File: src/include/tamper_cfg.svh
// Register offsets, field positions, reset values and sizes for tamper ctrl
`ifndef TAMPER_CFG_SVH
`define TAMPER_CFG_SVH
// Register byte offsets
`define OFF_CTRL 8'h00
`define OFF_FREQ 8'h04
`define OFF_VOLT 8'h08
`define OFF_TEMP 8'h0c
`define OFF_STAT 8'h10
// Control register bit positions
`define BIT_FREQ_EN 0
`define BIT_TEMP_EN 1
`define BIT_CORE_EN 2
`define BIT_MGR_EN 3
`define BIT_DET_PIN 4
`define BIT_ZERO_PIN 5
`define BIT_RESP_CLEAN 6
`define CTRL_W 7
// Reset values
`define RST_CTRL 7'h00
`define RST_FREQ 8'h0a
`define RST_VOLT 8'h05
`define RST_TEMP_LO 8'h00
`define RST_TEMP_HI 8'hff
// Sizes
`define MON_W 8
`define CTRL_N 3
`endif

File: src/include/tamper_pkg.sv
// Types shared by the tamper response controller
package tamper_pkg;
  // Response sequence states
  typedef enum {StIdle, StClean, StWait, StReport, StStop} tamper_state_t;
endpackage

File: src/include/zeroize_if.sv
// Command and summary link between response FSM and zeroize sequencer
`timescale 1ns/1ps
interface zeroize_if;
  logic start;
  logic allDone;
  logic allPass;
  modport ctl (output start, input allDone, input allPass);
  modport seq (input start, output allDone, output allPass);
endinterface // zeroize_if

File: src/hdl/zeroize_sequencer.sv
// Per memory controller zeroize command and status recorder
`timescale 1ns/1ps
`include "tamper_cfg.svh"
module zeroize_sequencer #(
  parameter int N = `CTRL_N
)(
  input wire logic clk,
  input wire logic resetn,
  zeroize_if.seq zb,
  output logic [N-1:0] memStart,
  input wire logic [N-1:0] memDone,
  input wire logic [N-1:0] memPass
);
  logic [N-1:0] done_q;
  logic [N-1:0] pass_q;

  // ----------------------------------------------------------------
  // Per controller command and status
  // ----------------------------------------------------------------
  genvar i;
  for (i = 0; i < N; i++) begin : g_ctl
    // command each controller
    always_ff @(posedge clk) begin
      if (!resetn) begin
        memStart[i] <= 1'b0;
      end else if (zb.start) begin
        memStart[i] <= 1'b1;
      end else if (memDone[i]) begin
        memStart[i] <= 1'b0;
      end
    end
    // record write and read-back verdict
    always_ff @(posedge clk) begin
      if (!resetn) begin
        done_q[i] <= 1'b0;
        pass_q[i] <= 1'b0;
      end else if (memStart[i] && memDone[i]) begin
        done_q[i] <= 1'b1;
        pass_q[i] <= memPass[i];
      end
    end
  end

  // verified memories summarised here
  assign zb.allDone = &done_q;
  assign zb.allPass = &pass_q;
endmodule // zeroize_sequencer

File: src/hdl/tamper_response_controller.sv
// Anti-tamper monitor, response sequencer and APB register file
`timescale 1ns/1ps
// What this block does
// Detect pin rises on any enabled violation
// Done pin confirms successful response
// Both pins stick until power-on reset
// Monitor clock, two rails, die temperature
// Frequency check only when enabled, percentage
// Temperature check against lower, upper bound
// Per-rail enables, percentage deviation trigger
// Settings loaded, kept until next load
// Response ends in stopped state
// Response level is clean or disabled
// Erase fabric configuration and processor RAM
// Abort operations, clear key vault
// Done pin only on full pass, enabled
// Disable manager security features
// Config status low while clearing
// Command memory controllers to zeroize
// Clear battery-backed key RAM
// Finally gate data and control clocks
// Disabled level: no action, pin still
// Zeroize means write then verify read-back
// Command each controller, record its status
// Verified memories versus clear-only registers
// Ordered steps, report only if all pass
`include "tamper_cfg.svh"
module tamper_response_controller
  import tamper_pkg::*;
#(
  parameter int W = `MON_W,
  parameter int N = `CTRL_N
)(
  input wire logic clk,
  input wire logic resetn,
  input wire logic psel,
  input wire logic penable,
  input wire logic pwrite,
  input wire logic [7:0] paddr,
  input wire logic [31:0] pwdata,
  output logic pready,
  output logic [31:0] prdata,
  output logic pslverr,
  input wire logic [W-1:0] refClkDev,
  input wire logic [W-1:0] coreRailDev,
  input wire logic [W-1:0] mgrRailDev,
  input wire logic [W-1:0] dieTemp,
  output logic [N-1:0] memZeroStart,
  input wire logic [N-1:0] memZeroDone,
  input wire logic [N-1:0] memZeroPass,
  output logic abortOps,
  output logic keyVaultClear,
  output logic keyRamClear,
  output logic regClear,
  output logic securityOff,
  output logic tamperDetectOut,
  output logic zeroizeDoneOut,
  output logic configStatusN,
  output logic dataClkEn,
  output logic ctrlClkEn
);
  tamper_state_t state_q;
  logic [`CTRL_W-1:0] ctrl_q;
  logic [W-1:0] freqPct_q;
  logic [W-1:0] voltPct_q;
  logic [W-1:0] tempLo_q;
  logic [W-1:0] tempHi_q;
  logic detect_q;
  logic zeroOk_q;
  logic clean_q;
  logic startCmd_q;
  logic freqBad, tempBad, coreBad, mgrBad, violation;
  logic wrAcc, wrOk, setup;
  logic [31:0] rdWord;

  zeroize_if zb();

  // ----------------------------------------------------------------
  // Address decode helpers
  // ----------------------------------------------------------------
  function automatic logic mapped(input logic [7:0] a);
    mapped = (a == `OFF_CTRL) || (a == `OFF_FREQ) || (a == `OFF_VOLT) ||
             (a == `OFF_TEMP) || (a == `OFF_STAT);
  endfunction

  function automatic logic writable(input logic [7:0] a);
    writable = mapped(a) && (a != `OFF_STAT);
  endfunction

  // ----------------------------------------------------------------
  // Monitors
  // ----------------------------------------------------------------
  // frequency deviation check
  assign freqBad = ctrl_q[`BIT_FREQ_EN] && (refClkDev > freqPct_q);
  // temperature window check
  assign tempBad = ctrl_q[`BIT_TEMP_EN] &&
                   ((dieTemp < tempLo_q) || (dieTemp > tempHi_q));
  // per-rail voltage checks
  assign coreBad = ctrl_q[`BIT_CORE_EN] && (coreRailDev > voltPct_q);
  assign mgrBad = ctrl_q[`BIT_MGR_EN] && (mgrRailDev > voltPct_q);
  // any monitor trips the response
  assign violation = freqBad || tempBad || coreBad || mgrBad;

  // ----------------------------------------------------------------
  // APB slave
  // ----------------------------------------------------------------
  // Zero wait states; read data captured in setup phase
  assign pready = 1'b1;
  assign setup = psel && !penable;
  assign wrAcc = psel && penable && pwrite;
  // settings only load while idle
  assign wrOk = writable(paddr) && (state_q == StIdle);
  assign pslverr = psel && penable &&
                   (pwrite ? !wrOk : !mapped(paddr));

  // Read word selection
  always_comb begin
    rdWord = 32'h0;
    case (paddr)
      `OFF_CTRL: rdWord = 32'(ctrl_q);
      `OFF_FREQ: rdWord = 32'(freqPct_q);
      `OFF_VOLT: rdWord = 32'(voltPct_q);
      `OFF_TEMP: rdWord = 32'({tempHi_q, tempLo_q});
      `OFF_STAT: rdWord = {24'h0, freqBad, tempBad, coreBad, mgrBad,
                           state_q == StStop, !configStatusN,
                           zeroOk_q, detect_q};
      default: rdWord = 32'h0;
    endcase
  end

  // Read data register
  always_ff @(posedge clk) begin
    if (!resetn) begin
      prdata <= 32'h0;
    end else if (setup && !pwrite) begin
      prdata <= rdWord;
    end
  end

  // configuration registers
  always_ff @(posedge clk) begin
    if (!resetn) begin
      ctrl_q <= `RST_CTRL;
      freqPct_q <= W'(`RST_FREQ);
      voltPct_q <= W'(`RST_VOLT);
      tempLo_q <= W'(`RST_TEMP_LO);
      tempHi_q <= W'(`RST_TEMP_HI);
    end else if (wrAcc && wrOk) begin
      case (paddr)
        `OFF_CTRL: ctrl_q <= pwdata[`CTRL_W-1:0];
        `OFF_FREQ: freqPct_q <= pwdata[W-1:0];
        `OFF_VOLT: voltPct_q <= pwdata[W-1:0];
        `OFF_TEMP: begin
          tempLo_q <= pwdata[W-1:0];
          tempHi_q <= pwdata[2*W-1:W];
        end
        default: ;
      endcase
    end
  end

  // ----------------------------------------------------------------
  // Response sequence
  // ----------------------------------------------------------------
  // ordered cleaning steps
  always_ff @(posedge clk) begin
    if (!resetn) begin
      state_q <= StIdle;
    end else begin
      case (state_q)
        // clean level starts response, R19: disabled stays
        StIdle: if (violation && ctrl_q[`BIT_RESP_CLEAN]) begin
          state_q <= StClean;
        end
        StClean: state_q <= StWait;
        StWait: if (zb.allDone) begin
          state_q <= StReport;
        end
        StReport: state_q <= StStop;
        // only reset leaves
        StStop: state_q <= StStop;
        default: state_q <= StStop;
      endcase
    end
  end

  // one-cycle zeroize command
  always_ff @(posedge clk) begin
    if (!resetn) begin
      startCmd_q <= 1'b0;
    end else begin
      startCmd_q <= (state_q == StIdle) && violation &&
                    ctrl_q[`BIT_RESP_CLEAN];
    end
  end
  assign zb.start = startCmd_q;

  // abort and clear, held from clean on
  always_ff @(posedge clk) begin
    if (!resetn) begin
      clean_q <= 1'b0;
    end else if ((state_q == StIdle) && violation &&
                 ctrl_q[`BIT_RESP_CLEAN]) begin
      clean_q <= 1'b1;
    end
  end
  assign abortOps = clean_q;
  assign keyVaultClear = clean_q;
  // battery-backed key wipe
  assign keyRamClear = clean_q;
  // clear-only fabric and sector registers
  assign regClear = clean_q;
  // security features off
  assign securityOff = clean_q;

  // config status low from clean onward
  always_ff @(posedge clk) begin
    if (!resetn) begin
      configStatusN <= 1'b1;
    end else if ((state_q == StIdle) && violation &&
                 ctrl_q[`BIT_RESP_CLEAN]) begin
      configStatusN <= 1'b0;
    end
  end

  // gate clocks as the last step
  always_ff @(posedge clk) begin
    if (!resetn) begin
      dataClkEn <= 1'b1;
      ctrlClkEn <= 1'b1;
    end else if (state_q == StReport) begin
      dataClkEn <= 1'b0;
      ctrlClkEn <= 1'b0;
    end
  end

  // ----------------------------------------------------------------
  // Sticky flags and status pins
  // ----------------------------------------------------------------
  // detect flags never clear before reset
  always_ff @(posedge clk) begin
    if (!resetn) begin
      detect_q <= 1'b0;
      tamperDetectOut <= 1'b0;
    end else begin
      detect_q <= detect_q || violation;
      // pin only when enabled
      tamperDetectOut <= tamperDetectOut ||
                         (violation && ctrl_q[`BIT_DET_PIN]);
    end
  end

  // done only after full pass
  always_ff @(posedge clk) begin
    if (!resetn) begin
      zeroOk_q <= 1'b0;
      zeroizeDoneOut <= 1'b0;
    end else if (state_q == StReport && zb.allPass) begin
      zeroOk_q <= 1'b1;
      // confirm successful response
      zeroizeDoneOut <= zeroizeDoneOut || ctrl_q[`BIT_ZERO_PIN];
    end
  end

  // ----------------------------------------------------------------
  // Memory controller sequencer
  // ----------------------------------------------------------------
  // configuration and processor RAM zeroized
  zeroize_sequencer #(.N(N)) u_seq (
    .clk(clk),
    .resetn(resetn),
    .zb(zb.seq),
    .memStart(memZeroStart),
    .memDone(memZeroDone),
    .memPass(memZeroPass)
  );
endmodule // tamper_response_controller

File: config.mk
export PLATFORM = sky130hd
export DESIGN_NAME = tamper_response_controller
export DESIGN_NICKNAME = d
export VERILOG_FILES = /design/src/include/tamper_pkg.sv /design/src/include/zeroize_if.sv /design/src/hdl/zeroize_sequencer.sv /design/src/hdl/tamper_response_controller.sv
export VERILOG_INCLUDE_DIRS = /design/src /design/src/include
export SDC_FILE = /design/constraint.sdc
export NUM_CORES = 1
export LEC_CHECK = 0
export ABC_CLOCK_PERIOD_IN_PS = 2900
export BUFFER_PORTS_ARGS = -buffer_cell sky130_fd_sc_hd__buf_4
export CORE_MARGIN = 5
export CORE_UTILIZATION = 52
export DETAILED_ROUTE_END_ITERATION = 12
export PLACE_DENSITY = 0.81
export SYNTH_ARGS = -nofsm -noshare
export SYNTH_HDL_FRONTEND = slang
export SYNTH_SLANG_ARGS = --single-unit
File: constraint.sdc
create_clock -name clk -period 2.9 [get_ports clk]
set_clock_uncertainty 0.15 [all_clocks]
set_input_delay 0.58 -clock clk [delete_from_list [all_inputs] [get_ports clk]]
set_output_delay 0.58 -clock clk [all_outputs]
set_load 0.005 [all_outputs]
Yosys cells after proc, flatten, opt, wreduce, memory -nomap -nowiden
Index checks and enable logic that the tools add are counted.
{"block": "word_totals", "register_bits": 120, "input_bits": 83}
{"block": "classes", "n_lt_le_gt_ge": 5, "n_eq_ne": 11, "n_mux": 11, "reduce_logical": 49}
{"cell": "32-bit case mux with 3 select lines", "count": 1}
{"cell": "16-bit case mux with 5 select lines", "count": 1}
{"cell": "32-bit logical NOT", "count": 2}
{"cell": "32-bit 2-to-1 mux", "count": 2}
{"cell": "32-bit by 1-bit == test with 1-bit output, second input constant", "count": 1}
{"cell": "32-bit by 2-bit == test with 1-bit output, second input constant", "count": 1}
{"cell": "32-bit by 3-bit == test with 1-bit output, second input constant", "count": 1}
{"cell": "32-bit by 4-bit == test with 1-bit output, second input constant", "count": 1}
{"cell": "8-bit > comparator", "count": 4}
{"cell": "1-bit logical AND", "count": 20}
{"cell": "8-bit by 4-bit == test with 1-bit output, second input constant", "count": 2}
{"cell": "1-bit logical OR", "count": 11}
{"cell": "2-bit AND reduction", "count": 5}
{"cell": "8-bit by 3-bit == test with 1-bit output, second input constant", "count": 1}
{"cell": "8-bit by 5-bit == test with 1-bit output, second input constant", "count": 1}
{"cell": "8-bit logical NOT", "count": 1}
{"cell": "8-bit < comparator", "count": 1}
{"cell": "8-bit by 5-bit != test with 1-bit output, second input constant", "count": 1}
{"cell": "1-bit 2-to-1 mux", "count": 7}
{"cell": "3-bit AND reduction", "count": 2}
{"cell": "2-bit nonzero test", "count": 3}
{"cell": "1-bit logical NOT", "count": 5}
{"cell": "2-bit by 1-bit != test with 1-bit output, second input constant", "count": 1}
{"cell": "2-bit != test, second input constant", "count": 1}

Logic depth before layout (Yosys ltp)
Gate-level depths: netlist of run 1.
{"block": "depth", "ltp_word": 10, "depth_mapped": 9, "depth_no_buf": 9}

Modules after synthesis
A second synthesis of run 1 with hierarchy kept.
{"block": "hier_totals", "cells_unflattened": 486, "area_unflattened_um2": 4119.0}
{"mod": "tamper_response_controller", "n_inst": 1, "cells_each": 453, "area_per_inst_um2": 3783.6, "seq_area_each_um2": 1321.3}
{"mod": "zeroize_sequencer", "n_inst": 1, "cells_each": 33, "area_per_inst_um2": 335.3, "seq_area_each_um2": 180.2}

Least setup slack after synthesis of run 1
No wires, ideal clock.
{"block": "synth_timing", "kind": "in2out", "startpoint": "in paddr[7]", "endpoint": "out pslverr", "t_arrival_ps": 1929, "required_time_ps": 2170, "slack_ps": 241, "stages": 7, "path_buffers": 1, "path_cell_list": "or4_4 > nor2_1 > and3_1 > clkbuf_1 > o41ai_1 > o21ai_0 > and3_1"}
{"block": "synth_between", "elab_chain_len": 10}
{"item": "start, declared", "line_no": "tamper_response_controller.sv:39", "rtl": "input wire logic [7:0] paddr,"}
{"item": "8-bit by 3-bit == test with 1-bit output or 8-bit logical NOT (tied branches)"}
{"item": "1-bit logical OR (4 in a row)", "line_no": "tamper_response_controller.sv:82", "rtl": "mapped = (a == `OFF_CTRL) || (a == `OFF_FREQ) || (a == `OFF_VOLT) ||"}
{"item": "1-bit logical AND", "line_no": "tamper_response_controller.sv:87", "rtl": "writable = mapped(a) && (a != `OFF_STAT);"}
{"item": "1-bit logical AND", "line_no": "tamper_response_controller.sv:112", "rtl": "assign wrOk = writable(paddr) && (state_q == StIdle);"}
{"item": "1-bit logical NOT", "line_no": "tamper_response_controller.sv:114", "rtl": "(pwrite ? !wrOk : !mapped(paddr));"}
{"item": "1-bit 2-to-1 mux *", "line_no": "tamper_response_controller.sv:114"}
{"item": "1-bit logical AND *", "line_no": "tamper_response_controller.sv:113", "rtl": "assign pslverr = psel && penable &&"}
{"item": "end, declared", "line_no": "tamper_response_controller.sv:43", "rtl": "output logic pslverr,"}
Mark *: on every way between the ends. The rest lies on a longest branch, timed or not.

Worst setup path in the final report of run 1
Ends and elaborated chain as after synthesis.

==> impl_results.md, run 1 <==
- Logic gate share of total power: 10.7%
- Synthesized cell area: 4260 um2
- Die W: 101 um
- RSZ-0062 raised after global routing: no
- Critical path cell sequence: buf_4, or4_4, nor2_1, and3_4, o41ai_1, o21ai_0, and3_1, buf_4
- Slew Viols, Final: 0
- Detailed-route via count: 3841
- Clk Latency, worst-skew pair: 340 ps
- Internal power: 1.55 mW
- Pleak: 2.28 nW
- Total Routed Length: 11.0 mm
- Bufs and invs on worst path: 2
- Register share of total power: 51.2%
- Min cycle time layout: 2790 ps
- CTS tree: done
- Fin crit share: 96.4%
- ANT cells: 0
- Status: completed
- Max-Cap Viols: 0
- Worst-path clk slew: 80 ps
- Synth top area share: 35.2%
- Overall power: 2.02 mW
- Layout Cell Area excl Fill: 5190 um2
- Top cell by count, worst path: buf_4
- Clock Path Buffers: 2
- Post-synth EDFFs: 0
- Hold WC Path Type: input pin to register
- Max incr delay on CP: 560 ps
- Synth Instances: 503
- Clock root buffer: clkbuf_8
- Placer Congestion: 0.831
- Sw Pwr: 0.471 mW
- Post-DP Area: 5000 um2
- CTS sink count: 75
- Drt wl/cell: 15.6 um
- Resized Gates After CTS: 0
- Crit path kind: input pin to output port
- Synth warn: 0
- Commonest non-fill, non-tap cell in the layout: buf_4
- Final nets: 717
- R2R setup slack: 310 ps
- Largest net degree at the start of global routing: 44
- 1st-iter DRT viols: 269
- Final Hold Vio Count: 0
- Row count: 33
- Die ar.: 10100 um2
- DP HPWL: 8.67 mm
- Sequential-to-total area share from yosys stat: 35.2%
- Setup violators final: 0
- Residual DRC: 0
- Synth async-reset ratio: 0%
- Starting Density: 52.7%
- Grt total ovfl: 0
- Global-route wire length before repair: 18.1 mm
- Synth Register Bits: 75
- Delay-heaviest family, CP: simple AND/OR/NAND/NOR gates
- Area grow syn2layout: 21.8%
- Vias in the first global route: 3883
- Area contributors post-synth: dfxtp_1, ha_1, nand2_1
- Post CTS Setup Buffer Count: 0
- Slowest CP cell: or4_4
- PortBufs: 96
- GRT Total Usage: 22.2%
- # IOs: 130
- Top_reg_cell synth: dfxtp_1
- Die height: 101 um
- Worst EP required: 2170 ps
- Hold_buf cts: 0
- Avg Inst Size Synth: 8.47 um2
- Layout cell share with drive strength beyond 1: 24.2%
- ANT nets after route: 0
- Clock Power Share: 38.1%
- TritonCTS Buffers: 9
- H-Tree Level Count: 3
- Critical Path End Type: output port
- Synth cell types: 51
- Most frequent cells in the layout: buf_4, dfxtp_1, nand2_1
- Via density: 5.45
- Pwr dens: 389 nW/um2
- Startpoint Class: input pin
- Switching Fraction: 23.3%
- Worst Tran Pin Value: 539 ps
- TNS Setup: 0 ps
- Cell taking the most area after synthesis: dfxtp_1
- Drt pass-1 iters: 4
- Initial antenna violation count: 0
- CP arrival: 2060 ps
- Slew margin rel.: 63.6%
- Peak VDD IR: 0.204 mV
- CORE AREA: 8090 um2
- Max Fclk: 358 MHz
- Max FO, Critical Path: 3
-- layer usage --
layer	share of wire [%]	up-vias	GRT usage (%)
met3	6.4	15	4.29
li1	-	1894	-
met5	0	-	0
met2	49	129	38.6
met4	1.8	0	7.98
met1	43	1803	27.1
-- stage by stage --
step	std cells	setup WS, ps	utilization (%)	hold WS [ps]
global placement	689	132	61.7	291
global route	705	13.1	64.2	308
floorplan	518	241	-	285
detailed placement	689	96.2	61.7	296
finish	705	105	64.2	294
CTS	705	107	64.1	288
-- cell type report --
type | count | area [um2]
tap | 105 | 131
clock buffer | 15 | 186
sequential | 75 | 1500
inverter | 34 | 128
clock inverter | 1 | 5.00
multi-input combinational | 363 | 2400
fill | 675 | 2900
timing repair buffer | 112 | 841
-- state kept, by name (all words and copies together), names as in the netlist, 3 cells and up --
signal          cells
u_seq.memStart      3
voltPct_q           8
tempHi_q            8
tempLo_q            8
u_seq.pass_q        3
state_q             3
ctrl_q              7
u_seq.done_q        3
prdata             16
freqPct_q           8
-- logic make-up after synthesis --
family	Yosys count	synth area share [%]
simple gates	175	20.2
buf+inv	80	9.89
other cells	2	0.176
compound gates	115	18.2
xor+xnor	1	0.206
fa+ha+maj	39	11.5
mux	16	4.67
flops	75	35.2
-- power groups by stage --
stage / Clock, mW / Sequential (mW) / Combinational (mW)
floorplan: 0 / 1.06 / 0.112
global placement: 0 / 1.06 / 0.205
detailed placement: 0 / 1.06 / 0.215
CTS: 0.775 / 1.03 / 0.215
global route: 0.815 / 1.03 / 0.237
finish: 0.769 / 1.03 / 0.216
-- final timing paths --
| kind | endpoint | cells after the start | startpoint |
|---|---|---|---|
| setup / recovery | pslverr | 8 | paddr[7] |
| hold reg to reg | freqPct_q[7] | 2 | freqPct_q[7] |
| hold / removal | tempHi_q[0] | 3 | pwdata[8] |
| setup reg to reg | state_q[0] | 9 | voltPct_q[7] |
-- synthesized netlist by cell type (3+ instances only) --
| master | number |
|---|---|
| a21boi_0 | 20 |
| a21boi_1 | 8 |
| a21boi_2 | 5 |
| a21oi_1 | 25 |
| a222oi_1 | 3 |
| and3_1 | 3 |
| buf_4 | 25 |
| clkbuf_1 | 15 |
| dfxtp_1 | 75 |
| ha_1 | 39 |
| inv_1 | 34 |
| mux2i_1 | 12 |
| mux4_2 | 3 |
| nand2_1 | 74 |
| nand2_2 | 5 |
| nand3_1 | 35 |
| nand4_1 | 11 |
| nor2_1 | 12 |
| nor2b_1 | 20 |
| nor3_1 | 3 |
| o211ai_1 | 9 |
| o21a_1 | 5 |
| o21ai_0 | 24 |
-- worst register-to-register path, cell delays in order (launching register included) --
cell and delay (ps):
dfxtp_1 390, inv_1 100, ha_1 310, a21oi_1 140, o21ai_0 140, o311ai_0 500, nand3_1 210, o2111ai_1 320
buf_4 190, nand2_1 60
Power figures use the tool's default switching activity.
==> run 2, diff against run 1 <==
--- a/config.mk
+++ b/config.mk
@@ -9,9 +9,10 @@
 export ABC_CLOCK_PERIOD_IN_PS = 2900
 export BUFFER_PORTS_ARGS = -buffer_cell sky130_fd_sc_hd__buf_4
 export CORE_MARGIN = 5
-export CORE_UTILIZATION = 52
+export CORE_UTILIZATION = 51
 export DETAILED_ROUTE_END_ITERATION = 12
-export PLACE_DENSITY = 0.81
+export PLACE_DENSITY = 0.8
 export SYNTH_ARGS = -nofsm -noshare
 export SYNTH_HDL_FRONTEND = slang
+export SYNTH_HIERARCHICAL = 1
 export SYNTH_SLANG_ARGS = --single-unit
==> run 2 against run 1 <==
Final cell count shrank 2.7%. Worst setup slack gained 77 ps. Synthesized cell count shrank 3.4%. Area after synthesis shrank 3.3%. Power grew 6.4%.
==> impl_results.md, run 2 <==
- Global-route wire length before repair: 18.1 mm (unchanged)
- Max incr delay on CP: 530 ps (-30 ps)
- Resized Gates After CTS: 0 (unchanged)
- Hold WS: 298 ps (+4.24 ps)
- Synth async-reset ratio: 0% (unchanged)
- Avg Inst Size Synth: 8.48 um2 (about the same)
- Via density: 5.54 (+1.6%)
- Hold depth: 3 (unchanged)
- Placer Congestion: 0.915 (+10%)
- Status: completed
- PortBufs: 96 (unchanged)
- Total Routed Length: 10.8 mm (-1.5%)
- Peak VDD IR: 0.272 mV (+33%)
- Drt pass-1 iters: 4 (unchanged)
- Layout cell share with drive strength beyond 1: 22.8% (-1.4 points)
- Synthesized cell area: 4120 um2 (-3.3%)
- Clk Latency, worst-skew pair: 360 ps (+20 ps)
- Worst r2r path cells: 5 (-4)
- Row count: 32 (-3.0%)
- CTS sink count: 75 (unchanged)
- Worst EP required: 2170 ps (about the same)
- Critical Path End Type: output port
- Area contributors post-synth: dfxtp_1, ha_1, a21oi_1
- TritonCTS Buffers: 9 (unchanged)
- Hold Startpoint: pwdata[14]
- Die ar.: 9970 um2 (-1.3%)
- Most frequent cells in the layout: buf_4, dfxtp_1, nand2_1, a21oi_1, ha_1
- Largest family of logic cells by synthesized area: compound AO/OA/AOI/OAI gates
- Cell taking the most area after synthesis: dfxtp_1
- Pwr dens: 423 nW/um2 (+8.7%)
- Commonest non-fill, non-tap cell in the layout: buf_4
- Post-synth top cells: dfxtp_1, a21oi_1, nand2_1
- Setup violators final: 0 (unchanged)
- Die height: 99.9 um (-0.66%)
- CTS tree: done
- Vias in the first global route: 3814 (-1.8%)
- Critical path cell sequence: buf_4, or4_4, or3_1, a22oi_1, nor2_1, buf_4
- Starting Density: 52.8% (+0.097 points)
- Max Fclk: 368 MHz (+2.8%)
- Residual DRC: 0 (unchanged)
- Hold WC Path Type: input pin to register
- Overall power: 2.15 mW (+6.4%)
- # IOs: 130 (unchanged)
- Synth Instances: 486 (-3.4%)
- Sequential-to-total area share from yosys stat: 36.5% (+1.2 points)
- Final Hold Vio Count: 0 (unchanged)
- DP HPWL: 8.32 mm (-4.0%)
- Top cell by count, worst path: buf_4
- Final setup margin: 183 ps (+77.3 ps)
- CORE AREA: 7810 um2 (-3.5%)
- Drt wl/cell: 15.7 um (+1.2%)
- Min cycle time layout: 2720 ps (-77.3 ps)
- Multiplexer share of the synthesized area: 6.26% (+1.6 points)
- Compound-Gate Fraction of Synth Area: 18.0% (-0.19 points)
- Slowest CP cell: or4_4
- GRT Total Usage: 22.4% (+0.24 points)
- Final core utilization: 65.1% (+0.93 points)
- Synth warn: 6 (+6)
- Area grow syn2layout: 23.4%
- Detailed-route via count: 3798 (-1.1%)
- Die W: 99.9 um (-0.66%)
- XOR/XNOR Fraction of Synth Area: 0.213% (+0.0071 points)
- H-Tree Level Count: 3 (unchanged)
- Most common cell in the netlist: dfxtp_1
- Startpoint Class: input pin
- Clock Path Buffers: 2 (unchanged)
- Hold_buf cts: 0 (unchanged)
- Reg2Reg Launch Point: state_q[2]
- TNS Setup: 0 ps (unchanged)
- CP arrival: 1990 ps (-70 ps)
- Final nets: 701 (-2.2%)
- Max FO, Critical Path: 3 (unchanged)
- Synth top area share: 36.5% (+1.2 points)
- Post CTS Setup Buffer Count: 0 (unchanged)
- Synth cell types: 46 (-9.8%)
- Pleak: 2.26 nW (-0.94%)
- ANT nets after route: 0 (unchanged)
- Pre-CTS setup slack: 113 ps (+16.7 ps)
- FILL cells: 669 (-0.89%)
- Top_reg_cell synth: dfxtp_1
- Clock root buffer: clkbuf_8
- Worst Tran Pin Value: 655 ps (+116 ps)
- Grt total ovfl: 0 (unchanged)
- Crit path kind: input pin to output port
- Slew margin rel.: 56.3% (-7.3 points)
- Worst-path clk slew: 90 ps (about the same)
- Fin crit share: 93.7% (-2.7 points)
- Synth Register Bits: 75 (unchanged)
- Max-Cap Viols: 0 (unchanged)
- Reg with most FFs: prdata
- Initial antenna violation count: 0 (unchanged)
- Largest net degree at the start of global routing: 42 (-4.5%)
- ANT cells: 0 (unchanged)
- Post-synth EDFFs: 0 (unchanged)
- Worst setup path start: paddr[0]
- 1st-iter DRT viols: 245 (-8.9%)
- RSZ-0062 raised after global routing: no
- Synth Area in Adders: 11.8% (+0.40 points)
- Slew Viols, Final: 0 (unchanged)
- Simple-gate share of the synthesized area: 17.5% (-2.7 points)
- Max FFs per register: 16 (unchanged)
run 2: per-layer routing:
layer	up-vias	share of wire [%]	track usage [%]
li1	1874	-	-
met1	1745	42	28.7
met2	157	48	36.9
met3	22	8.3	6.05
met4	0	1.9	6.62
met5	-	0	0
run 2: path summary, 6_finish.rpt:
kind / end / slack, ps
worst min-delay path: tempHi_q[6] / 300
worst min register to register: u_seq/pass_q[1] / 300
worst max-delay path: pslverr / 180
worst max register to register: freqPct_q[7] / 680
run 2: where the power goes:
group / leakage, nW / switching (mW) / internal (mW)
Combinational: 1.55 / 0.107 / 0.102
Sequential: 0.605 / 0.00284 / 1.03
Clock: 0.108 / 0.395 / 0.507
Total: 2.26 / 0.504 / 1.64
run 2: through the flow:
stage | instance area (um2) | std cells
after floorplan | 4180 | 501
after global placement | 4860 | 670
after detailed placement | 4860 | 670
after CTS | 5080 | 686
after global routing | 5080 | 686
final | 5080 | 686
run 2: logic make-up (layout without fill, tap and decap cells):
family,count (synthesis),in the layout
buffers and inverters,75,158
other,2,17
multiplexers,22,22
flip-flops,75,75
XOR/XNOR,1,1
AND/OR/NAND/NOR,151,151
AO/OA/AOI/OAI,121,121
adder cells (fa/ha/maj),39,39
run 2: worst max-delay path, delay by kind of cell:
kind,cells,cell delay [ps]
AND/OR/NAND/NOR,3,990
AO/OA/AOI/OAI,1,170
buffers and inverters,2,240
run 2: area by class of cell:
class / instances / area [um2] / area share [%]
clock buffers: 10 / 138 / 2.71
clock inverters: 6 / 88.8 / 1.75
inverters: 35 / 131 / 2.58
multi-input cells: 351 / 2280 / 44.9
flip-flops and latches: 75 / 1500 / 29.5
well taps: 102 / 128 / 2.51
repair buffers: 107 / 816 / 16.1
